<file path="src/mid_pkg.sv">
/*
  Constants shared by the miscellaneous instruction decoder: opcode patterns,
  field positions, quarter phases and reset values.
  Assumes a 14-bit program word and an 8-bit data path.
*/
`default_nettype none
package mid_pkg;
  localparam int          OPC_W          = 14;
  localparam int          DAT_W          = 8;
  localparam int          FADR_W         = 7;
  localparam int          PC_W           = 13;
  // Accumulator-to-file: 00 0000 1fff ffff.
  localparam logic [6:0]  ACC2F_HI       = 7'h01;
  localparam int          ACC2F_HI_LSB   = 7;
  // No-operation: 00 0000 0xx0 0000, bits 6:5 ignored.
  localparam logic [13:0] NOP_MASK       = 14'h3f9f;
  localparam logic [13:0] NOP_CODE       = 14'h0000;
  localparam logic [13:0] CFG_LOAD_CODE  = 14'h0062;
  localparam logic [13:0] RET_IRQ_CODE   = 14'h0009;
  localparam int          GIE_BIT        = 7;
  localparam logic [7:0]  CFG_RESET      = 8'hff;
  localparam logic [7:0]  IRQCTL_RESET   = 8'h00;
  localparam logic [PC_W-1:0] PC_RESET   = 13'h0000;
  typedef enum logic [1:0] {Q1, Q2, Q3, Q4} mid_phase_t;
endpackage : mid_pkg
`default_nettype wire

</file>
<file path="src/mid_dec_if.sv">
/*
  Interface carrying decoded instruction strobes from the opcode decoder to the
  executing core. Assumes both ends share one clock.
*/
`timescale 1ns/1ps
`default_nettype none
interface mid_dec_if;
  logic       is_acc2f;
  logic       is_nop;
  logic       is_cfg_load;
  logic       is_ret_irq;
  logic [6:0] file_adr;
  modport dec (output is_acc2f, is_nop, is_cfg_load, is_ret_irq, file_adr);
  modport core (input is_acc2f, is_nop, is_cfg_load, is_ret_irq, file_adr);
endinterface : mid_dec_if
`default_nettype wire

</file>
<file path="src/mid_misc_exec.sv">
/*
  Decode and execute of accumulator-to-file, no-operation, configuration load
  and return-from-interrupt. Assumes the fetch path presents a new opcode with
  OP_VALID_IN at each Q1 and holds it for the instruction cycle; the stack and
  register file outside act on the one-cycle strobes driven here.
*/
`timescale 1ns/1ps
`default_nettype none
module mid_misc_exec (
  // Clock and reset
  input  wire logic        MCLK_IN,
  input  wire logic        RESET_IN,
  // Fetch path
  input  wire logic        OP_VALID_IN,
  input  wire logic [13:0] OPCODE_IN,
  input  wire logic [7:0]  ACC_IN,
  input  wire logic [12:0] STACK_TOP_ENTRY_IN,
  // Register file and stack
  output logic             FILE_WE_OUT,
  output logic [6:0]       FILE_ADR_OUT,
  output logic [7:0]       FILE_DATA_OUT,
  output logic             STACK_POP_OUT,
  output logic             PC_LOAD_OUT,
  output logic [12:0]      PC_OUT,
  output logic [7:0]       CFG_REG_OUT,
  output logic [7:0]       IRQ_CONTROL_REG_OUT,
  output logic             GLOBAL_IRQ_ENABLE_OUT,
  output logic             BUSY_OUT,
  output logic [1:0]       PHASE_OUT
);
  // ----------------------------------------------------------------------
  // Decode
  // ----------------------------------------------------------------------
  mid_dec_if dec_bus ();
  mid_opcode_dec u_dec (
    .opcode_in (OPCODE_IN),
    .dec       (dec_bus.dec)
  );

  // ----------------------------------------------------------------------
  // Quarter phase and instruction state
  // ----------------------------------------------------------------------
  typedef enum logic [1:0] {ST_IDLE, ST_ACC2F, ST_CFG, ST_RET} mid_exec_t;

  mid_pkg::mid_phase_t phase_ff, nxt_phase;
  mid_exec_t           st_ff, nxt_st;
  logic                second_ff, nxt_second;
  logic [6:0]          adr_ff, nxt_adr;
  logic [7:0]          acc_ff, nxt_acc;
  logic                we_ff, nxt_we;
  logic [6:0]          fadr_ff, nxt_fadr;
  logic [7:0]          fdat_ff, nxt_fdat;
  logic                pop_ff, nxt_pop;
  logic                pcl_ff, nxt_pcl;
  logic [12:0]         pc_ff, nxt_pc;
  logic [7:0]          cfg_ff, nxt_cfg;
  logic [7:0]          irq_ff, nxt_irq;

  always_comb begin
    nxt_phase  = phase_ff;
    nxt_st     = st_ff;
    nxt_second = second_ff;
    nxt_adr    = adr_ff;
    nxt_acc    = acc_ff;
    nxt_we     = 1'b0;
    nxt_fadr   = fadr_ff;
    nxt_fdat   = fdat_ff;
    nxt_pop    = 1'b0;
    nxt_pcl    = 1'b0;
    nxt_pc     = pc_ff;
    nxt_cfg    = cfg_ff;
    nxt_irq    = irq_ff;
    case (phase_ff)
      mid_pkg::Q1: begin
        if (second_ff) begin
          nxt_phase = mid_pkg::Q2;
        end else if (OP_VALID_IN) begin
          nxt_phase = mid_pkg::Q2;
          nxt_adr   = dec_bus.file_adr;
          nxt_acc   = ACC_IN;
          // A no-op selects the idle path: address and accumulator are latched, but Q4 uses neither.
          if (dec_bus.is_nop) begin
            nxt_st = ST_IDLE;
          end else if (dec_bus.is_acc2f) begin
            nxt_st = ST_ACC2F;
          end else if (dec_bus.is_cfg_load) begin
            nxt_st = ST_CFG;
          end else if (dec_bus.is_ret_irq) begin
            nxt_st = ST_RET;
          end else begin
            nxt_st = ST_IDLE;
          end
        end
      end
      mid_pkg::Q2: begin
        nxt_phase = mid_pkg::Q3;
      end
      mid_pkg::Q3: begin
        nxt_phase = mid_pkg::Q4;
        if (st_ff == ST_RET && !second_ff) begin
          nxt_irq[mid_pkg::GIE_BIT] = 1'b1;
        end
      end
      mid_pkg::Q4: begin
        nxt_phase = mid_pkg::Q1;
        case (st_ff)
          ST_ACC2F: begin
            nxt_we   = 1'b1;
            nxt_fadr = adr_ff;
            nxt_fdat = acc_ff;
          end
          ST_CFG: begin
            nxt_cfg = acc_ff;
          end
          ST_RET: begin
            if (!second_ff) begin
              nxt_pop    = 1'b1;
              nxt_pcl    = 1'b1;
              nxt_pc     = STACK_TOP_ENTRY_IN;
              nxt_second = 1'b1;
            end else begin
              nxt_second = 1'b0;
              nxt_st     = ST_IDLE;
            end
          end
          default: begin
            nxt_st = ST_IDLE;
          end
        endcase
        if (st_ff != ST_RET) begin
          nxt_st = ST_IDLE;
        end
      end
      default: begin
        nxt_phase = mid_pkg::Q1;
      end
    endcase
  end

  always_ff @(posedge MCLK_IN) begin
    if (RESET_IN) begin
      phase_ff  <= mid_pkg::Q1;
      st_ff     <= ST_IDLE;
      second_ff <= 1'b0;
      adr_ff    <= 7'h00;
      acc_ff    <= 8'h00;
      we_ff     <= 1'b0;
      fadr_ff   <= 7'h00;
      fdat_ff   <= 8'h00;
      pop_ff    <= 1'b0;
      pcl_ff    <= 1'b0;
      pc_ff     <= mid_pkg::PC_RESET;
      cfg_ff    <= mid_pkg::CFG_RESET;
      irq_ff    <= mid_pkg::IRQCTL_RESET;
    end else begin
      phase_ff  <= nxt_phase;
      st_ff     <= nxt_st;
      second_ff <= nxt_second;
      adr_ff    <= nxt_adr;
      acc_ff    <= nxt_acc;
      we_ff     <= nxt_we;
      fadr_ff   <= nxt_fadr;
      fdat_ff   <= nxt_fdat;
      pop_ff    <= nxt_pop;
      pcl_ff    <= nxt_pcl;
      pc_ff     <= nxt_pc;
      cfg_ff    <= nxt_cfg;
      irq_ff    <= nxt_irq;
    end
  end

  // ----------------------------------------------------------------------
  // Outputs
  // ----------------------------------------------------------------------
  // Strobes appear one edge after the Q4 edge; the outside acts on them then.
  assign FILE_WE_OUT           = we_ff;
  assign FILE_ADR_OUT          = fadr_ff;
  assign FILE_DATA_OUT         = fdat_ff;
  assign STACK_POP_OUT         = pop_ff;
  assign PC_LOAD_OUT           = pcl_ff;
  assign PC_OUT                = pc_ff;
  assign CFG_REG_OUT           = cfg_ff;
  assign IRQ_CONTROL_REG_OUT   = irq_ff;
  assign GLOBAL_IRQ_ENABLE_OUT = irq_ff[mid_pkg::GIE_BIT];
  assign BUSY_OUT              = second_ff;
  assign PHASE_OUT             = phase_ff;

  // ----------------------------------------------------------------------
  // Checks
  // ----------------------------------------------------------------------
  a_nop_no_write: assert property (@(posedge MCLK_IN) disable iff (RESET_IN)
    (phase_ff == mid_pkg::Q1 && !second_ff && OP_VALID_IN && dec_bus.is_nop)
      |-> ##1 (!nxt_we && !nxt_pop) [*4])
    else $error("no-op caused write or pop");
  a_nop_mask: assert property (@(posedge MCLK_IN) disable iff (RESET_IN)
    (OPCODE_IN[13:7] == 7'h00 && OPCODE_IN[4:0] == 5'h00) |-> dec_bus.is_nop)
    else $error("no-op variant not decoded");
  a_nop_one_cycle: assert property (@(posedge MCLK_IN) disable iff (RESET_IN)
    (phase_ff == mid_pkg::Q1 && !second_ff && OP_VALID_IN && dec_bus.is_nop)
      |-> ##4 (phase_ff == mid_pkg::Q1 && !second_ff))
    else $error("no-op took more than one cycle");
  // Compares the end of the no-op cycle with its decode edge, so that any
  // change made during Q2..Q4 is seen, not one made by the next instruction.
  a_nop_state_kept: assert property (@(posedge MCLK_IN) disable iff (RESET_IN)
    (phase_ff == mid_pkg::Q1 && !second_ff && OP_VALID_IN && dec_bus.is_nop)
      |-> ##4 (cfg_ff == $past(cfg_ff, 4) && irq_ff == $past(irq_ff, 4)
               && pc_ff == $past(pc_ff, 4) && fadr_ff == $past(fadr_ff, 4)
               && fdat_ff == $past(fdat_ff, 4)))
    else $error("no-op changed state");
  a_cfg_load: assert property (@(posedge MCLK_IN) disable iff (RESET_IN)
    (phase_ff == mid_pkg::Q1 && !second_ff && OP_VALID_IN && dec_bus.is_cfg_load)
      |-> ##4 (cfg_ff == $past(ACC_IN, 4)))
    else $error("configuration not loaded");
  a_ret_pop: assert property (@(posedge MCLK_IN) disable iff (RESET_IN)
    (phase_ff == mid_pkg::Q1 && !second_ff && OP_VALID_IN && dec_bus.is_ret_irq)
      |-> ##4 (pop_ff && pcl_ff && second_ff) ##1 (!pop_ff) [*4] ##0 !second_ff)
    else $error("return sequence wrong");
  a_ret_gie: assert property (@(posedge MCLK_IN) disable iff (RESET_IN)
    (phase_ff == mid_pkg::Q1 && !second_ff && OP_VALID_IN && dec_bus.is_ret_irq)
      |-> ##3 irq_ff[mid_pkg::GIE_BIT] ##1 pop_ff)
    else $error("enable not set before pop");
  a_acc2f_write: assert property (@(posedge MCLK_IN) disable iff (RESET_IN)
    (phase_ff == mid_pkg::Q1 && !second_ff && OP_VALID_IN && dec_bus.is_acc2f)
      |-> ##4 (we_ff && fdat_ff == $past(ACC_IN, 4) && fadr_ff == $past(OPCODE_IN[6:0], 4)))
    else $error("file write wrong");
endmodule : mid_misc_exec
`default_nettype wire

</file>
<file path="src/mid_opcode_dec.sv">
/*
  Pure combinational opcode decoder for the four handled instructions.
  Assumes the opcode is stable from Q1 of an instruction cycle.
*/
`timescale 1ns/1ps
`default_nettype none
module mid_opcode_dec (
  input  wire logic [13:0] opcode_in,
  mid_dec_if.dec           dec
);
  always_comb begin
    dec.is_acc2f    = (opcode_in[13:mid_pkg::ACC2F_HI_LSB] == mid_pkg::ACC2F_HI);
    // Bits 6:5 are masked so every variant in the don't-care set is a no-op.
    dec.is_nop      = ((opcode_in & mid_pkg::NOP_MASK) == mid_pkg::NOP_CODE);
    dec.is_cfg_load = (opcode_in == mid_pkg::CFG_LOAD_CODE);
    dec.is_ret_irq  = (opcode_in == mid_pkg::RET_IRQ_CODE);
    dec.file_adr    = opcode_in[6:0];
  end
endmodule : mid_opcode_dec
`default_nettype wire

</file>
<file path="config.mk">
export PLATFORM = sky130hd
export DESIGN_NAME = mid_misc_exec
export DESIGN_NICKNAME = d
export VERILOG_FILES = /design/src/mid_pkg.sv /design/src/mid_dec_if.sv /design/src/mid_misc_exec.sv /design/src/mid_opcode_dec.sv
export SDC_FILE = /design/constraint.sdc
export NUM_CORES = 1
export LEC_CHECK = 0
export ABC_AREA = 0
export BUFFER_PORTS_ARGS = -buffer_cell sky130_fd_sc_hd__buf_2
export CORE_ASPECT_RATIO = 0.5
export CORE_MARGIN = 2
export CORE_UTILIZATION = 40
export DETAILED_ROUTE_END_ITERATION = 10
export PLACE_DENSITY = 0.69
export RECOVER_POWER = 100
export SYNTH_ARGS = -nofsm -noshare
export SYNTH_HDL_FRONTEND = slang
export SYNTH_SLANG_ARGS = --single-unit
export TNS_END_PERCENT = 5
</file>
<file path="constraint.sdc">
create_clock -name MCLK_IN -period 1.6 [get_ports MCLK_IN]
set_input_delay 0.08 -clock MCLK_IN [delete_from_list [all_inputs] [get_ports MCLK_IN]]
set_output_delay 0.08 -clock MCLK_IN [all_outputs]
set_load 0.01 [all_outputs]
</file>
==> run metrics, run 1 <==
post-synthesis area per instance around 8.3 µm²; number of cells produced by synthesis about 280; total grt overflow 0; setup_tns 0 ns; DRT Wirelength 5.64 mm; placed standard-cell area ~2800 µm²; switching share of power 0.245; Die W around 110 µm; clock tree buffer depth 2; P_leak roughly 1.3 nW; crit path cell chain ha_2 > and2_1 > buf_12 > nand2_1 > a21oi_1; P_sw approximately 1.1 mW; Antenna Nets Post-Route 0; f_max just under 700 MHz; Synth area leader dfxtp_1; die height about 58 µm; worst clock skew between 0.007 and 0.008 ns; internal power ~3.3 mW; Distinct cells, synth 29; site row count 19; Power Dens Cells between 1000 and 1500 nW/µm²; Critical Path RT between 1.5 and 2 ns; worst skew pair latency ~0.32 ns; max incr delay on CP 0.40 ns; Reg2Reg Depth 5; Multi-input gate area 981 µm²; most used flip-flop cell after synthesis dfxtp_1; setup ws final 0.150 ns; DRT Pass-1 Iters 4; top-count cell post-synth nand2_1; Final Slew Violations 0; top cells by area, synth dfxtp_1 51%, nand2_1 15%, a21oi_1 10%, buf_4 3.6%, ha_1 3.3%; most common library cells after synthesis 92 x nand2_1, 59 x dfxtp_1, 46 x a21oi_1; antenna cells 0; vias in the first global route between 2,000 and 2,500; yosys warns 0; CTS root buf clkbuf_16; Post-synth EDFFs 0; die area roughly 6400 µm²; hold-critical path depth 3; GRT Util Overall 0.185; peak supply drop just under 0.6 mV; Syn Std Cell Area ~2300 µm²; remaining routing DRC violations 0; crit-path max FO 11; crit path kind reg -> reg; clk sink count between 50 and 60; Async SR Flop Fraction 0; Final Hold Vio Count 0; design area between 3000 and 4000 µm²; Reg power frac 0.380; Crit path depth 5; first-pass GRT wire length ~9.4 mm; vias per inst ~4.7; Post-CTS Setup Inserts 0; Seq/Total Area, Yosys 0.514; post-layout util 0.573; Yosys top cell area share 0.514; CP arrival between 1.5 and 2 ns; Critical Path End Type flip-flop; overall power about 4.3 mW; antenna violations before repair 0; IO Count 89; # nets final roughly 420; Core ar. between 5000 and 6000 µm²; CTS Buf Count 9; Clk pwr share 0.479; Max-Cap Viols 0; fill count between 500 and 600; pin count of the biggest net entering global routing 29; Initial Util 0.417; TritonCTS clock tree done; DRT iter0 DRCs 85; H-tree Lvls 3; RSZ-0062 raised after global routing no; status finished, final reports clean; Setup-failing EPs final 0; CP Buf/Inv Count 1; Yosys reg bits between 50 and 60; CP top delay family flip-flops; Worst path slowest cell dfxtp_1; Layout area overhead 37.5%; Hold WC Path Type in -> reg; Place WS roughly 0.08 ns; via count 2,116; CTS clk-pin slew, worst paths 0.05 ns; IO Port Bufs about 80; Tcrit/Tclk final 0.906; post-route minimum period roughly 1.4 ns; HPWL Detailed roughly 3.9 mm; Final GP Congestion about 0.72; register area 1180 µm²; per-cell routed wire length 12.5 µm; Worst setup SP type flip-flop; layout cells sized above 1 0.169; Comb pwr share 0.140
==> stage by stage <==
step                      cells  hold slack, ns
after global routing        451          0.0100
after detailed placement    422           0.331
after global placement      422           0.324
after floorplan             283           0.216
after CTS                   451        0.000419
final                       451         0.00618
==> area by class of cell <==
type                       instances  share of cell area
sequential                        59               0.374
multi-input combinational        195               0.311
timing repair buffer             103               0.176
clock buffer                      12              0.0812
tap                               73              0.0289
clock inverter                     4              0.0230
inverter                           5             0.00594
==> power groups by stage <==
stage | combinational [mW] | sequential (mW) | clock (mW)
2_1_floorplan | 0.412 | 1.66 | 0
3_3_place_gp | 0.564 | 1.66 | 0
3_5_place_dp | 0.586 | 1.67 | 0
4_1_cts | 0.614 | 1.64 | 2.11
5_1_grt | 0.702 | 1.66 | 2.19
6_report | 0.606 | 1.64 | 2.07
==> logic make-up (layout without fill, tap and decap cells) <==
logic type	count (synthesis)	after routing	synth area share
other	1	7	0.00163
AOI/OAI and AO/OA	61	61	0.155
adders and majority gates	6	6	0.0327
muxes	1	1	0.00436
and+or+nand+nor	120	120	0.221
buffers and inverters	29	124	0.0713
DFF	59	59	0.514
==> tightest hold or removal path, stage by stage <==
cell     delay [ns]
buf_2          0.09
nand2_1        0.05
a21oi_1        0.05
==> sequential cells by signal (all words and copies together), names as in the netlist, 2 cells and up <==
signal,cells
st_ff,2
PHASE_OUT,2
adr_ff,7
acc_ff,8
CFG_REG_OUT,8
PC_OUT,13
FILE_DATA_OUT,8
FILE_ADR_OUT,7
==> layer usage <==
layer  track usage  vias up  wire length, µm
met5             0        -                0
met2         0.312       56             2710
li1              -     1099                -
met3        0.0659        8              320
met4        0.0617        0               42
met1         0.224      953             2570
==> layout by cell type, fill, tap and decap left out <==
cell,instances
clkbuf_8,2
nor2_1,8
o21ba_1,1
a311oi_1,1
ha_1,5
and4_1,1
buf_2,37
nand2_2,1
o2bb2ai_1,2
clkbuf_16,9
nand3b_1,3
clkbuf_1,46
inv_1,5
nor4_1,2
buf_4,7
nand4_1,1
a21oi_1,46
a21oi_2,1
nor2b_1,1
a31oi_1,1
dlygate4sd3_1,13
and2_1,1
bufinv_16,2
dfxtp_1,59
and3_1,8
conb_1,7
clkinvlp_4,1
ha_2,1
a211o_1,8
clkinv_2,1
mux2i_1,1
buf_12,1
and3b_2,1
o21ai_0,1
nand2_1,91
nor3_1,2
==> worst paths after layout <==
| kind | slack, ns | end | startpoint |
|---|---|---|---|
| setup / recovery | 0.15 | FILE_ADR_OUT[0] | PHASE_OUT[1] |
| hold / removal | 0.006 | PC_OUT[9] | STACK_TOP_ENTRY_IN[9] |
| setup reg to reg | 0.15 | FILE_ADR_OUT[0] | PHASE_OUT[1] |
| hold reg to reg | 0.45 | FILE_ADR_OUT[6] | FILE_ADR_OUT[6] |
==> repair_timing <==
item	CTS	global route
endpoints found under the setup margin	0	30
hold buffers	13	0
endpoints found under the hold margin	13	0
gates resized for setup	0	3
(Power assumes the default switching activity.)
==> run 2, diff against run 1 <==
--- a/config.mk
+++ b/config.mk
@@ -6,12 +6,13 @@
 export NUM_CORES = 1
 export LEC_CHECK = 0
 export ABC_AREA = 0
+export ABC_CLOCK_PERIOD_IN_PS = 1200
 export BUFFER_PORTS_ARGS = -buffer_cell sky130_fd_sc_hd__buf_2
 export CORE_ASPECT_RATIO = 0.5
 export CORE_MARGIN = 2
 export CORE_UTILIZATION = 40
 export DETAILED_ROUTE_END_ITERATION = 10
-export PLACE_DENSITY = 0.69
+export PLACE_DENSITY = 0.71
 export RECOVER_POWER = 100
 export SYNTH_ARGS = -nofsm -noshare
 export SYNTH_HDL_FRONTEND = slang
==> constraint.sdc (replaced) <==
create_clock -name MCLK_IN -period 1.2 [get_ports MCLK_IN]
set_input_delay 0.06 -clock MCLK_IN [delete_from_list [all_inputs] [get_ports MCLK_IN]]
set_output_delay 0.06 -clock MCLK_IN [all_outputs]
set_load 0.01 [all_outputs]
==> run 2 against run 1 <==
The run now ends with negative setup slack left; flip-flop and latch count unchanged; first-iteration DRC count up 8.2%; count of clock-buffer cells in the layout unchanged; combinational power up 100%; critical endpoint is now st_ff[0]; largest power group unchanged.
==> run metrics, run 2 (synthesis gave the netlist of run 1 again) <==
status finished with violations; failing checks negative setup slack; per-cell routed wire length roughly 14 µm; switching share of power 0.263; overall power ~6 mW; Hold WC Path Type in -> reg; DRT iter0 DRCs 92; RSZ-0062 raised after global routing yes; peak supply drop about 0.84 mV; total grt overflow 0; Max-Cap Viols 0; P_leak roughly 1.4 nW; Final Hold Vio Count 0; crit-path max FO 5; Reg power frac 0.370; # nets final about 440; max incr delay on CP ~0.36 ns; Tcrit/Tclk final 1.07; die area roughly 6400 µm²; H-tree Lvls 3; max reg flops 13; CTS root buf clkbuf_16; IO Count between 80 and 90; Clk pwr share 0.428; CP arrival ~1.5 ns; post-layout util 0.634; layout cells sized above 1 0.259; pin count of the biggest net entering global routing 32; die height roughly 58 µm; Setup-failing EPs final 41; worst clock skew just over 0.005 ns; Initial Util 0.417; setup ws final -0.0884 ns; Core ar. between 5000 and 6000 µm²; internal power 4.42 mW; Worst path slowest cell dfxtp_4; placed standard-cell area approximately 2900 µm²; CTS Buf Count 9; f_max ~780 MHz; clk sink count around 60; Final GP Congestion 0.771; Critical Path RT around 1.4 ns; DRT Wirelength around 6.5 mm; remaining routing DRC violations 0; worst skew pair latency 0.32 ns; DRT Pass-1 Iters 4; Comb pwr share 0.203; Worst setup SP type flip-flop; P_sw ~1.6 mW; post-route minimum period around 1.3 ns; clock tree buffer depth 2; Layout area overhead 52.1%; HPWL Detailed 3.96 mm; first-pass GRT wire length between 10 and 15 mm; vias per inst about 5.0; antenna cells 0; vias in the first global route around 2,300; TritonCTS clock tree done; setup_tns -0.881 ns; antenna violations before repair 0; crit path cell chain inv_4 > ha_4 > and3b_2 > a21oi_2 > o21ba_4 > o2bb2ai_1; Final Slew Violations 0; design area roughly 3500 µm²; via count around 2,300; Critical Path End Type flip-flop; GRT Util Overall 0.203; hold_ws approximately 0.0086 ns; Antenna Nets Post-Route 0; commonest non-fill, non-tap cells in the layout 90 x nand2_1, 55 x dfxtp_1, 42 x clkbuf_1, 40 x buf_2, 37 x a21oi_1; crit path kind reg -> reg; commonest non-fill, non-tap cell in the layout nand2_1; site row count 19; Die W ~110 µm; IO Port Bufs ~80; Power Dens Cells 1720 nW/µm²; CTS clk-pin slew, worst paths ~0.050 ns
==> run 2: cell count changes in the layout (fill, tap and decap cells not counted), moves of 4 or more <==
cell           before  now
a21oi_2             1   10
buf_6               0    4
a21oi_1            46   37
dfxtp_1            59   55
clkbuf_1           46   42
dlygate4sd3_1      13   22
buf_4               7   12
==> run 2: layout make-up <==
type	count	area, µm²
sequential	59	1190
timing repair buffer	123	790
clock buffer	12	256
clock inverter	4	48.8
multi-input combinational	195	1100
fill	460	2020
tap	73	91.3
inverter	5	21.3
==> run 2: worst max-delay path: cells and delay by family, from the launching register on <==
kind / cells / cell delay, ns
flops: 1 / 0.36
compound gates: 3 / 0.36
simple gates: 1 / 0.28
fa+ha+maj: 1 / 0.13
buf+inv: 1 / 0.06
==> run 2: stage by stage <==
step / worst slack, ns / instances
after global routing: -0.154 / 471
after global placement: -0.225 / 430
after CTS: -0.0671 / 470
after floorplan: -0.0689 / 283
final: -0.0884 / 471
after detailed placement: -0.254 / 430
==> run 2: metal layers <==
layer / part of all wire / GRT usage / routed length, µm / up-vias
li1: - / - / - / 1142
met2: 0.50 / 0.367 / 3250 / 89
met3: 0.061 / 0.0701 / 399 / 11
met1: 0.42 / 0.219 / 2760 / 1100
met4: 0.015 / 0.0952 / 101 / 0
met5: 0 / 0 / 0 / -
==> run 2: worst paths after layout <==
path           startpoint              end  slack (ns)  cells after the start
max          PHASE_OUT[0]         st_ff[0]       -0.09                      6
min             ACC_IN[4]        acc_ff[4]       0.009                      3
max reg2reg  PHASE_OUT[0]         st_ff[0]       -0.09                      6
min reg2reg     adr_ff[4]  FILE_ADR_OUT[4]        0.45                      2
==> run 2: power by group through the flow <==
stage / Combinational, mW / Clock [mW] / Sequential, mW
after floorplan: 0.609 / 0 / 2.23
after global placement: 0.955 / 0 / 2.23
after detailed placement: 0.985 / 0 / 2.23
after CTS: 1.11 / 2.59 / 2.22
after global routing: 1.33 / 2.69 / 2.23
final: 1.22 / 2.57 / 2.22
==> run 2: timing repair <==
| action | in CTS | in global routing |
|---|---|---|
| setup buffers | 2 | 1 |
| endpoints found under the hold margin | 22 | 0 |
| pin swaps | 4 | 4 |
| hold buffers | 22 | 0 |
| gates resized for setup | 18 | 16 |
| setup endpoints to repair | 53 | 54 |
